===== src/rtl/io_port_pkg.sv =====
// Purpose: Constants for the eight-bit high-current I/O port.
// Assumes: AHB-Lite register access, 32-bit data, one register per word.
// Notes:   Printed offsets include a non-multiple of four, so they are indices.
// Contract
// - Eight pins, each output, input or peripheral
// - General output pin driven from latch bit
// - Reset: latch all ones, selects all zero
// - Drive-type bit picks open-drain or push-pull
// - Pull-up bit connects internal pull-up
// - Latch read returns stored latch values
// - Pin-state read returns live pin levels
// - Programming mode: bit1 boot/receive, bit0 transmit
// - Unlatched input sampling; outputs change after write
package io_port_pkg;

  // ---------------------------------------------------------------------
  // Register indices and byte addresses
  // ---------------------------------------------------------------------
  localparam logic [7:0]  IDX_LATCH   = 8'h00;
  localparam logic [7:0]  IDX_PULLUP  = 8'h04;
  localparam logic [7:0]  IDX_DRIVE   = 8'h0b;
  localparam logic [7:0]  IDX_PIN     = 8'h0c;
  localparam int          ADDR_BITS   = 10;
  localparam logic [9:0]  ADDR_LATCH  = {IDX_LATCH, 2'b00};
  localparam logic [9:0]  ADDR_PULLUP = {IDX_PULLUP, 2'b00};
  localparam logic [9:0]  ADDR_DRIVE  = {IDX_DRIVE, 2'b00};
  localparam logic [9:0]  ADDR_PIN    = {IDX_PIN, 2'b00};

  // ---------------------------------------------------------------------
  // Widths and reset values
  // ---------------------------------------------------------------------
  localparam int          PORT_W       = 8;
  localparam logic [7:0]  RST_LATCH    = 8'hff;
  localparam logic [7:0]  RST_PULLUP   = 8'h00;
  localparam logic [7:0]  RST_DRIVE    = 8'h00;
  localparam int          BIT_TX       = 0;
  localparam int          BIT_RX       = 1;
  localparam logic [1:0]  HTRANS_NONSEQ = 2'b10;
  localparam logic [2:0]  HSIZE_WORD   = 3'b010;

endpackage : io_port_pkg


===== src/rtl/io_pin_cell.sv =====
// Purpose: One port pin's output selection and drive enables.
// Assumes: Open-drain low drive is modelled as enable active low with data 0.
// Notes:   Enable is active low while the cell drives the pin.
`timescale 1ns/1ps
`default_nettype none
module io_pin_cell (
  input  wire logic latch_i,     // Output latch bit
  input  wire logic periph_en_i, // Peripheral owns output
  input  wire logic periph_i,    // Peripheral output value
  input  wire logic push_pull_i, // Drive-type select bit
  input  wire logic pullup_i,    // Pull-up select bit
  output logic      out_o,       // Value towards the pin
  output logic      oe_n_o,      // Low while driving
  output logic      pullup_o     // Pull-up enable
);

  logic value;

  // Peripheral output is gated by latch so a zero latch forces low
  assign value  = periph_en_i ? (latch_i & periph_i) : latch_i;
  assign out_o  = value;
  // Push-pull drives both levels; open-drain only sinks a zero
  assign oe_n_o = ~(push_pull_i | ~value);
  assign pullup_o = pullup_i;

endmodule : io_pin_cell
`default_nettype wire


===== src/rtl/io_port.sv =====
// Purpose: Eight-bit high-current I/O port with AHB-Lite register access.
// Assumes: Pin inputs synchronous to REF_CLK_I; single-word transfers only.
// Notes:   Zero-wait-state slave; unmapped addresses read zero, writes dropped.
//          Read data is registered at the address-phase edge, so the pin
//          state seen by software is one cycle older than the data phase.
`timescale 1ns/1ps
`default_nettype none
module io_port (
  input  wire logic        REF_CLK_I,    // 25 MHz system clock
  input  wire logic        RST_I,        // Async reset, active high
  input  wire logic        HSEL_I,       // Slave select
  input  wire logic [31:0] HADDR_I,      // Byte address
  input  wire logic [1:0]  HTRANS_I,     // Transfer type
  input  wire logic        HWRITE_I,     // Write not read
  input  wire logic [2:0]  HSIZE_I,      // Transfer size
  input  wire logic        HREADY_I,     // Bus ready
  input  wire logic [31:0] HWDATA_I,     // Write data
  output logic      [31:0] HRDATA_O,     // Read data
  output logic             HREADYOUT_O,  // Slave ready
  output logic             HRESP_O,      // Always OKAY
  input  wire logic [7:0]  PIN_I,        // Pin levels
  output logic      [7:0]  PIN_O,        // Pin output values
  output logic      [7:0]  PIN_OE_N_O,   // Low while driving
  output logic      [7:0]  PULLUP_EN_O,  // Pull-up enables
  input  wire logic [7:0]  PERIPH_EN_I,  // Peripheral owns output
  input  wire logic [7:0]  PERIPH_OUT_I, // Peripheral output values
  output logic      [7:0]  PERIPH_IN_O,  // Pin levels to peripherals
  input  wire logic        PROG_MODE_I,  // Serial programming mode
  input  wire logic        UART_TX_I,    // Transmit in programming mode
  output logic             BOOT_RX_O     // Boot select and receive
);

  // -----------------------------------------------------------------------
  // Register state
  // -----------------------------------------------------------------------
  logic [7:0]  port_output_latch;
  logic [7:0]  port_pullup_select;
  logic [7:0]  port_drive_type_select;
  logic        wr_pend;
  logic        rd_pend;
  logic [9:0]  wr_addr;
  logic [9:0]  rd_addr;
  logic        addr_ok;
  logic [7:0]  eff_en;
  logic [7:0]  eff_out;
  logic [7:0]  out_pins;
  logic [7:0]  oe_n_pins;
  logic [7:0]  pu_pins;
  logic        access;
  logic [31:0] next_rdata;

  // Decode a word address onto one of the mapped registers
  function automatic logic mapped(input logic [9:0] a);
    mapped = (a == io_port_pkg::ADDR_LATCH) || (a == io_port_pkg::ADDR_PULLUP) ||
             (a == io_port_pkg::ADDR_DRIVE) || (a == io_port_pkg::ADDR_PIN);
  endfunction : mapped

  // -----------------------------------------------------------------------
  // Bus address phase
  // -----------------------------------------------------------------------
  // Valid single access; sizes other than word still take the low byte
  assign access  = HSEL_I && HREADY_I && (HTRANS_I == io_port_pkg::HTRANS_NONSEQ);
  assign addr_ok = mapped(HADDR_I[9:0]) && (HADDR_I[31:10] == 22'h00_0000);
  assign HREADYOUT_O = 1'b1;
  assign HRESP_O     = 1'b0;

  // Hold write address for the data phase
  always_ff @(posedge REF_CLK_I or posedge RST_I) begin
    if (RST_I) begin
      wr_pend <= 1'b0;
      wr_addr <= 10'h000;
    end else begin
      wr_pend <= access && HWRITE_I && addr_ok;
      wr_addr <= HADDR_I[9:0];
    end
  end

  // Latch and select registers take data in the write data phase
  always_ff @(posedge REF_CLK_I or posedge RST_I) begin
    if (RST_I) begin
      port_output_latch      <= io_port_pkg::RST_LATCH;
      port_pullup_select     <= io_port_pkg::RST_PULLUP;
      port_drive_type_select <= io_port_pkg::RST_DRIVE;
    end else if (wr_pend) begin
      // Pins follow the new value from the edge ending the data phase
      case (wr_addr)
        io_port_pkg::ADDR_LATCH:  port_output_latch      <= HWDATA_I[7:0];
        io_port_pkg::ADDR_PULLUP: port_pullup_select     <= HWDATA_I[7:0];
        io_port_pkg::ADDR_DRIVE:  port_drive_type_select <= HWDATA_I[7:0];
        default: ;
      endcase
    end
  end

  // -----------------------------------------------------------------------
  // Read path
  // -----------------------------------------------------------------------
  // Pins sampled in the address phase, no input latch behind them
  always_comb begin
    next_rdata = 32'h0000_0000;
    case (HADDR_I[9:0])
      io_port_pkg::ADDR_LATCH:  next_rdata[7:0] = port_output_latch;
      io_port_pkg::ADDR_PULLUP: next_rdata[7:0] = port_pullup_select;
      io_port_pkg::ADDR_DRIVE:  next_rdata[7:0] = port_drive_type_select;
      io_port_pkg::ADDR_PIN:    next_rdata[7:0] = PIN_I;
      default:                  next_rdata = 32'h0000_0000;
    endcase
    if (!addr_ok) begin
      next_rdata = 32'h0000_0000;
    end
  end

  // Read data registered so it stands through the data phase
  always_ff @(posedge REF_CLK_I or posedge RST_I) begin
    if (RST_I) begin
      HRDATA_O <= 32'h0000_0000;
      rd_pend  <= 1'b0;
      rd_addr  <= 10'h000;
    end else begin
      rd_pend <= access && !HWRITE_I;
      rd_addr <= HADDR_I[9:0];
      if (access && !HWRITE_I) begin
        HRDATA_O <= next_rdata;
      end
    end
  end

  // -----------------------------------------------------------------------
  // Pin muxing
  // -----------------------------------------------------------------------
  // Programming mode hands bit 0 to transmit, bit 1 back to the port latch
  always_comb begin
    eff_en  = PERIPH_EN_I;
    eff_out = PERIPH_OUT_I;
    if (PROG_MODE_I) begin
      eff_en[io_port_pkg::BIT_TX]  = 1'b1;
      eff_out[io_port_pkg::BIT_TX] = UART_TX_I;
      eff_en[io_port_pkg::BIT_RX]  = 1'b0;
    end
  end

  // One cell per pin
  genvar g;
  generate
    for (g = 0; g < io_port_pkg::PORT_W; g++) begin : g_pin
      io_pin_cell u_cell (
        .latch_i     (port_output_latch[g]),
        .periph_en_i (eff_en[g]),
        .periph_i    (eff_out[g]),
        .push_pull_i (port_drive_type_select[g]),
        .pullup_i    (port_pullup_select[g]),
        .out_o       (out_pins[g]),
        .oe_n_o      (oe_n_pins[g]),
        .pullup_o    (pu_pins[g])
      );
    end
  endgenerate

  // Input path to peripherals is the live pin level
  assign PIN_O       = out_pins;
  assign PIN_OE_N_O  = oe_n_pins;
  assign PULLUP_EN_O = pu_pins;
  assign PERIPH_IN_O = PIN_I;
  assign BOOT_RX_O   = PIN_I[io_port_pkg::BIT_RX];

  // -----------------------------------------------------------------------
  // Checks
  // -----------------------------------------------------------------------
  property p_reset_vals;
    @(posedge REF_CLK_I) $fell(RST_I) |->
      port_output_latch == io_port_pkg::RST_LATCH &&
      port_pullup_select == io_port_pkg::RST_PULLUP &&
      port_drive_type_select == io_port_pkg::RST_DRIVE;
  endproperty
  a_reset_vals: assert property (p_reset_vals) else $error("reset values wrong");

  property p_latch_write;
    @(posedge REF_CLK_I) disable iff (RST_I)
      access && HWRITE_I && HADDR_I[9:0] == io_port_pkg::ADDR_LATCH ##1 1'b1 |=>
      port_output_latch == $past(HWDATA_I[7:0]);
  endproperty
  a_latch_write: assert property (p_latch_write) else $error("latch not written");

  property p_gpio_out;
    @(posedge REF_CLK_I) disable iff (RST_I)
      !eff_en[2] |-> PIN_O[2] == port_output_latch[2];
  endproperty
  a_gpio_out: assert property (p_gpio_out) else $error("pin not from latch");

  property p_open_drain;
    @(posedge REF_CLK_I) disable iff (RST_I)
      !port_drive_type_select[3] && PIN_O[3] |-> PIN_OE_N_O[3];
  endproperty
  a_open_drain: assert property (p_open_drain) else $error("open drain drove high");

  property p_push_pull;
    @(posedge REF_CLK_I) disable iff (RST_I)
      port_drive_type_select[4] |-> !PIN_OE_N_O[4];
  endproperty
  a_push_pull: assert property (p_push_pull) else $error("push-pull not driving");

  property p_pullup;
    @(posedge REF_CLK_I) disable iff (RST_I)
      PULLUP_EN_O == port_pullup_select;
  endproperty
  a_pullup: assert property (p_pullup) else $error("pull-up mismatch");

  property p_latch_read;
    @(posedge REF_CLK_I) disable iff (RST_I)
      access && !HWRITE_I && HADDR_I[9:0] == io_port_pkg::ADDR_LATCH |=>
      HRDATA_O == {24'h00_0000, $past(port_output_latch)};
  endproperty
  a_latch_read: assert property (p_latch_read) else $error("latch read wrong");

  property p_pin_read;
    @(posedge REF_CLK_I) disable iff (RST_I)
      access && !HWRITE_I && HADDR_I[9:0] == io_port_pkg::ADDR_PIN |=>
      HRDATA_O[7:0] == $past(PIN_I);
  endproperty
  a_pin_read: assert property (p_pin_read) else $error("pin read wrong");

  property p_prog_tx;
    @(posedge REF_CLK_I) disable iff (RST_I)
      PROG_MODE_I |-> PIN_O[0] == (port_output_latch[0] & UART_TX_I);
  endproperty
  a_prog_tx: assert property (p_prog_tx) else $error("transmit not on bit 0");

  property p_periph_and;
    @(posedge REF_CLK_I) disable iff (RST_I)
      PERIPH_EN_I[5] && !port_output_latch[5] |-> !PIN_O[5];
  endproperty
  a_periph_and: assert property (p_periph_and) else $error("latch zero not forcing low");

  // -----------------------------------------------------------------------
  // Register bus checks
  // -----------------------------------------------------------------------
  // Pull-up and drive selects land at the end of their data phase
  property p_pullup_write;
    @(posedge REF_CLK_I) disable iff (RST_I)
      access && HWRITE_I && addr_ok && HADDR_I[9:0] == io_port_pkg::ADDR_PULLUP
      ##1 1'b1 |=> port_pullup_select == $past(HWDATA_I[7:0]);
  endproperty
  a_pullup_write: assert property (p_pullup_write) else $error("pull-up write lost");

  property p_drive_write;
    @(posedge REF_CLK_I) disable iff (RST_I)
      access && HWRITE_I && addr_ok && HADDR_I[9:0] == io_port_pkg::ADDR_DRIVE
      ##1 1'b1 |=> port_drive_type_select == $past(HWDATA_I[7:0]);
  endproperty
  a_drive_write: assert property (p_drive_write) else $error("drive write lost");

  // Select registers read back as stored
  property p_pullup_read;
    @(posedge REF_CLK_I) disable iff (RST_I)
      access && !HWRITE_I && addr_ok && HADDR_I[9:0] == io_port_pkg::ADDR_PULLUP |=>
      HRDATA_O == {24'h00_0000, $past(port_pullup_select)};
  endproperty
  a_pullup_read: assert property (p_pullup_read) else $error("pull-up read wrong");

  property p_drive_read;
    @(posedge REF_CLK_I) disable iff (RST_I)
      access && !HWRITE_I && addr_ok && HADDR_I[9:0] == io_port_pkg::ADDR_DRIVE |=>
      HRDATA_O == {24'h00_0000, $past(port_drive_type_select)};
  endproperty
  a_drive_read: assert property (p_drive_read) else $error("drive read wrong");

  // Unmapped reads answer zero in their data phase
  property p_unmapped_read;
    @(posedge REF_CLK_I) disable iff (RST_I)
      rd_pend && !mapped(rd_addr) |-> HRDATA_O == 32'h0000_0000;
  endproperty
  a_unmapped_read: assert property (p_unmapped_read) else $error("unmapped read not zero");

  // Writes to the pin state or to no register change nothing
  property p_dropped_write;
    @(posedge REF_CLK_I) disable iff (RST_I)
      access && HWRITE_I && (!addr_ok || HADDR_I[9:0] == io_port_pkg::ADDR_PIN) |=> ##1
      $stable(port_output_latch) && $stable(port_pullup_select) &&
      $stable(port_drive_type_select);
  endproperty
  a_dropped_write: assert property (p_dropped_write) else $error("dropped write landed");

  // Registers move only at the edge that ends a write data phase
  property p_regs_hold;
    @(posedge REF_CLK_I) disable iff (RST_I)
      !wr_pend |=> $stable(port_output_latch) && $stable(port_pullup_select) &&
      $stable(port_drive_type_select);
  endproperty
  a_regs_hold: assert property (p_regs_hold) else $error("register moved without write");

  // Read data stands until the next read address phase
  property p_rdata_hold;
    @(posedge REF_CLK_I) disable iff (RST_I)
      !(access && !HWRITE_I) |=> $stable(HRDATA_O);
  endproperty
  a_rdata_hold: assert property (p_rdata_hold) else $error("read data did not stand");

  // Pins take a new latch value at the edge ending the write data phase
  property p_latch_to_pin;
    @(posedge REF_CLK_I) disable iff (RST_I)
      wr_pend && wr_addr == io_port_pkg::ADDR_LATCH |=>
      eff_en[2] || PIN_O[2] == $past(HWDATA_I[2]);
  endproperty
  a_latch_to_pin: assert property (p_latch_to_pin) else $error("pin missed latch write");

  // Bit one stays a port-driven input path in programming mode
  property p_prog_rx;
    @(posedge REF_CLK_I) disable iff (RST_I)
      PROG_MODE_I |-> BOOT_RX_O == PIN_I[io_port_pkg::BIT_RX] &&
      PIN_O[io_port_pkg::BIT_RX] == port_output_latch[io_port_pkg::BIT_RX];
  endproperty
  a_prog_rx: assert property (p_prog_rx) else $error("receive bit not an input");

  // Receive pin is released once software set it up as an input
  property p_prog_rx_free;
    @(posedge REF_CLK_I) disable iff (RST_I)
      PROG_MODE_I && port_output_latch[io_port_pkg::BIT_RX] &&
      !port_drive_type_select[io_port_pkg::BIT_RX] |-> PIN_OE_N_O[io_port_pkg::BIT_RX];
  endproperty
  a_prog_rx_free: assert property (p_prog_rx_free) else $error("receive pin driven");

  // -----------------------------------------------------------------------
  // Per-pin checks
  // -----------------------------------------------------------------------
  // Every pin, not just one sample bit, keeps the drive and gating rules
  generate
    for (g = 0; g < io_port_pkg::PORT_W; g++) begin : g_pin_chk
      // Released only when open-drain and the value is high
      property p_pin_release;
        @(posedge REF_CLK_I) disable iff (RST_I)
          PIN_OE_N_O[g] == (!port_drive_type_select[g] && PIN_O[g]);
      endproperty
      a_pin_release: assert property (p_pin_release) else $error("drive enable wrong");
      // Port function pins follow the latch bit
      property p_pin_latch;
        @(posedge REF_CLK_I) disable iff (RST_I)
          !eff_en[g] |-> PIN_O[g] == port_output_latch[g];
      endproperty
      a_pin_latch: assert property (p_pin_latch) else $error("pin not from latch bit");
      // Peripheral pins see latch AND peripheral value
      property p_pin_gate;
        @(posedge REF_CLK_I) disable iff (RST_I)
          eff_en[g] |-> PIN_O[g] == (port_output_latch[g] && eff_out[g]);
      endproperty
      a_pin_gate: assert property (p_pin_gate) else $error("peripheral pin not gated");
    end
  endgenerate

endmodule : io_port
`default_nettype wire


===== config.mk =====
export PLATFORM = sky130hd
export DESIGN_NAME = io_port
export DESIGN_NICKNAME = d
export VERILOG_FILES = /design/src/rtl/io_port_pkg.sv /design/src/rtl/io_pin_cell.sv /design/src/rtl/io_port.sv
export SDC_FILE = /design/constraint.sdc
export NUM_CORES = 1
export LEC_CHECK = 0
export BUFFER_PORTS_ARGS = -buffer_cell sky130_fd_sc_hd__buf_4
export CAP_MARGIN = 20
export CORE_ASPECT_RATIO = 1.5
export CORE_UTILIZATION = 25
export CTS_CLUSTER_SIZE = 14
export DETAILED_ROUTE_END_ITERATION = 10
export PLACE_DENSITY_LB_ADDON = 0.2
export SETUP_SLACK_MARGIN = 0.05
export SLEW_MARGIN = 20
export SYNTH_ARGS = -nofsm -noshare
export SYNTH_HDL_FRONTEND = slang
export SYNTH_HIERARCHICAL = 1
export SYNTH_SLANG_ARGS = --single-unit

===== constraint.sdc =====
create_clock -name REF_CLK_I -period 2 [get_ports REF_CLK_I]
set_input_delay 0.4 -clock REF_CLK_I [delete_from_list [all_inputs] [get_ports REF_CLK_I]]
set_output_delay 0.4 -clock REF_CLK_I [all_outputs]
set_load 0.03 [all_outputs]

==> flow_summary.ini <==
[yosys]
synthFlopType = dfrtp_1
synth_area_mm2 = 0.00249
synth_top_cell_by_area = dfrtp_1
yosysMostFrequentCell = buf_4
avgSynthCellArea_um2 = 11.3
ys_warn_count = 6
synth-edff-count = 0
synth_seq_cells = 43
synth_common_cells = buf_4 (44), dfrtp_1 (35), mux2_2 (22)
synth_top_area_frac = 0.352
netlist-cell-type-count = 36
synthArstFlopShare = 1.00
synth.area.top_cells = dfrtp_1 (35%), buf_4 (13%), mux2_2 (10%), dfstp_2 (8.4%), mux2_4 (4.8%)
syn_inst = 220
seq_area_frac_synth = 0.436

[route]
highest_layer = met4
wirelength_mm = 6.33
route.met3.wl_um = 324
vias = 1919
met1Wirelength_mm = 2.46
drtAntennaViolNets = 0
vias_per_cell = 4.36
wl_per_cell_um = 14.4
firstDrtPassIters = 4
met2_wirelength_mm = 3.46
drc = 0
dr.first_iter.drc_count = 38

[die]
fp.coreArea_mm2 = 0.00969
ios = 167
placementRows = 44
die_height_um = 124
start_util = 0.257
die_x_um = 83.5
die_area_mm2 = 0.0104

[critical_path]
critPathBufInv = 1
max_stage_delay_ns = 0.39
crit_family = simple AND/OR/NAND/NOR gates
crit_path_end_kind = register
worstSetupPathType = register to register
crit_slowest_cell = or3_1
worstPathCellList = nor4b_2 -> nand2_1 -> or3_1 -> buf_4 -> mux2_4
path_max_fanout = 5
cp.arrival_ns = 1.99
start_kind = register
cp.required_ns = 2.16

[timing]
max_freq_mhz = 547
setup_viol = 0
layout_setup_ws_ns = 0.172
fin_hold_ws_ns = 0.146
tightest_slew_ns = 0.631
finalCritPeriodShare = 0.914
slew_headroom = 0.579
period_needed_ns = 1.83
hold_viol = 0
finalSetupTns_ns = 0
slew_violations = 0
skew_ns = 0.00810
rsz0062_at_grt = false

[global_route]
grt_pass1_wl_mm = 9.65
grt_use_total = 0.123
grt_pass1_vias = 1859
grt.overflow.total = 0
grt_max_degree = 24
antenna_found_initial = 0

[placement]
placed_area_mm2 = 0.00327
gp_congestion = 0.733
dp_hpwl_mm = 4.98
io_buffer_count = 113
placed_cells = 432
pre_cts_ws_ns = 0.153

[clocking]
cts_root_buf = clkbuf_16
numCtsBuffers = 5
cts_tree = built
htree_levels = 2
clockBufferDepth = 2
ctsResizeCount = 0
cts_hold_buf = 0
clkTransAtPathRegs_ns = 0.06
worstSkewPairLatency_ns = 0.28
cts_setup_buffers = 0
clkSinkCount = 43

[flow_run]
cap_violations = 0

[power]
power_leakage_nw = 1.70
ir_drop_v = 0.000395
finalPower_mw = 2.17
powerDensity_mw_per_mm2 = 631

[finish]
final_cells = 440
final_net_count = 424
layout-drive-gt1-share = 0.575
antenna_cells = 0
area_delta_synth_final_pct = 38.1
fin_util = 0.355
fin_area_mm2 = 0.00344

[run_status]
status = complete, no violations

[min_path]
hp-class = primary input to asynchronous set/reset pin
## worst register-to-register path, delay by kind of cell (launching register included)
kind                   cells  cell delay, ns
AND/OR/NAND/NOR            3            0.84
flip-flops                 1            0.37
multiplexers               1            0.30
buffers and inverters      1            0.20
## worst paths after layout
check,startpoint,endpoint,slack [ns],depth (start not counted)
min in group REF_CLK_I,HADDR_I[6],wr_addr[6],0.23,1
hold reg to reg,HRDATA_O[5],HRDATA_O[5],0.49,2
max in group asynchronous,RST_I,port_output_latch[1],1.27,3
setup / recovery,wr_addr[6],port_pullup_select[1],0.17,5
hold / removal,RST_I,wr_addr[6],0.15,2
setup reg to reg,wr_addr[6],port_pullup_select[1],0.17,5
## area by class of cell
| type | count | area [um^2] |
|---|---|---|
| inverter | 19 | 71.3 |
| clock buffer | 5 | 125 |
| multi-input combinational | 132 | 1030 |
| fill | 1027 | 6250 |
| sequential | 43 | 1090 |
| tap | 115 | 144 |
| timing repair buffer | 123 | 936 |
| clock inverter | 3 | 43.8 |
## layer usage
layer / vias to the layer above / track usage
met4: 0 / 0.0466
met1: 911 / 0.138
met2: 85 / 0.230
met5: - / 0
li1: 917 / -
met3: 6 / 0.0239
## kinds of logic (layout without fill, tap and decap cells)
group	Yosys count	in the layout	share of synthesized area
AO/OA/AOI/OAI	33	33	0.115
buffers and inverters	69	150	0.186
flip-flops	43	43	0.436
multiplexers	33	33	0.160
other	2	26	0.00302
AND/OR/NAND/NOR	40	40	0.101
## flip-flops by register name, summed over array words and instances (netlist names)
signal / cells
wr_addr: 10
wr_pend: 1
HRDATA_O: 8
port_pullup_select: 8
port_output_latch: 8
port_drive_type_select: 8
## power breakdown
part | switching [mW] | leakage, nW | internal (mW)
Combinational | 0.190 | 1.08 | 0.150
Clock | 0.338 | 0.0838 | 0.589
Sequential | 0.0120 | 0.530 | 0.889
Total | 0.541 | 1.70 | 1.63
## layout by cell type (no fill, tap or decap)
master	count
mux2_4	8
nor2_1	4
nor2b_1	1
nand4b_1	1
nor3_2	1
a221oi_1	3
a222oi_1	5
a211oi_2	8
nand4_1	1
inv_1	18
mux2_2	22
and4b_1	1
nand3_1	2
a21oi_2	1
or3_2	1
and3_2	1
or2_2	1
mux2i_1	3
buf_12	1
dfrtp_1	35
inv_2	1
o31ai_1	8
or3_4	1
clkinv_4	1
buf_4	122
clkbuf_16	5
or3_1	2
a21oi_1	8
nor4b_2	1
nand2_1	9
nand2b_1	1
bufinv_16	1
conb_1	26
nor3_1	3
or2b_2	1
nor4_1	7
nor3_4	1
dfstp_2	8
clkinv_2	1
(Power assumes the default switching activity.)
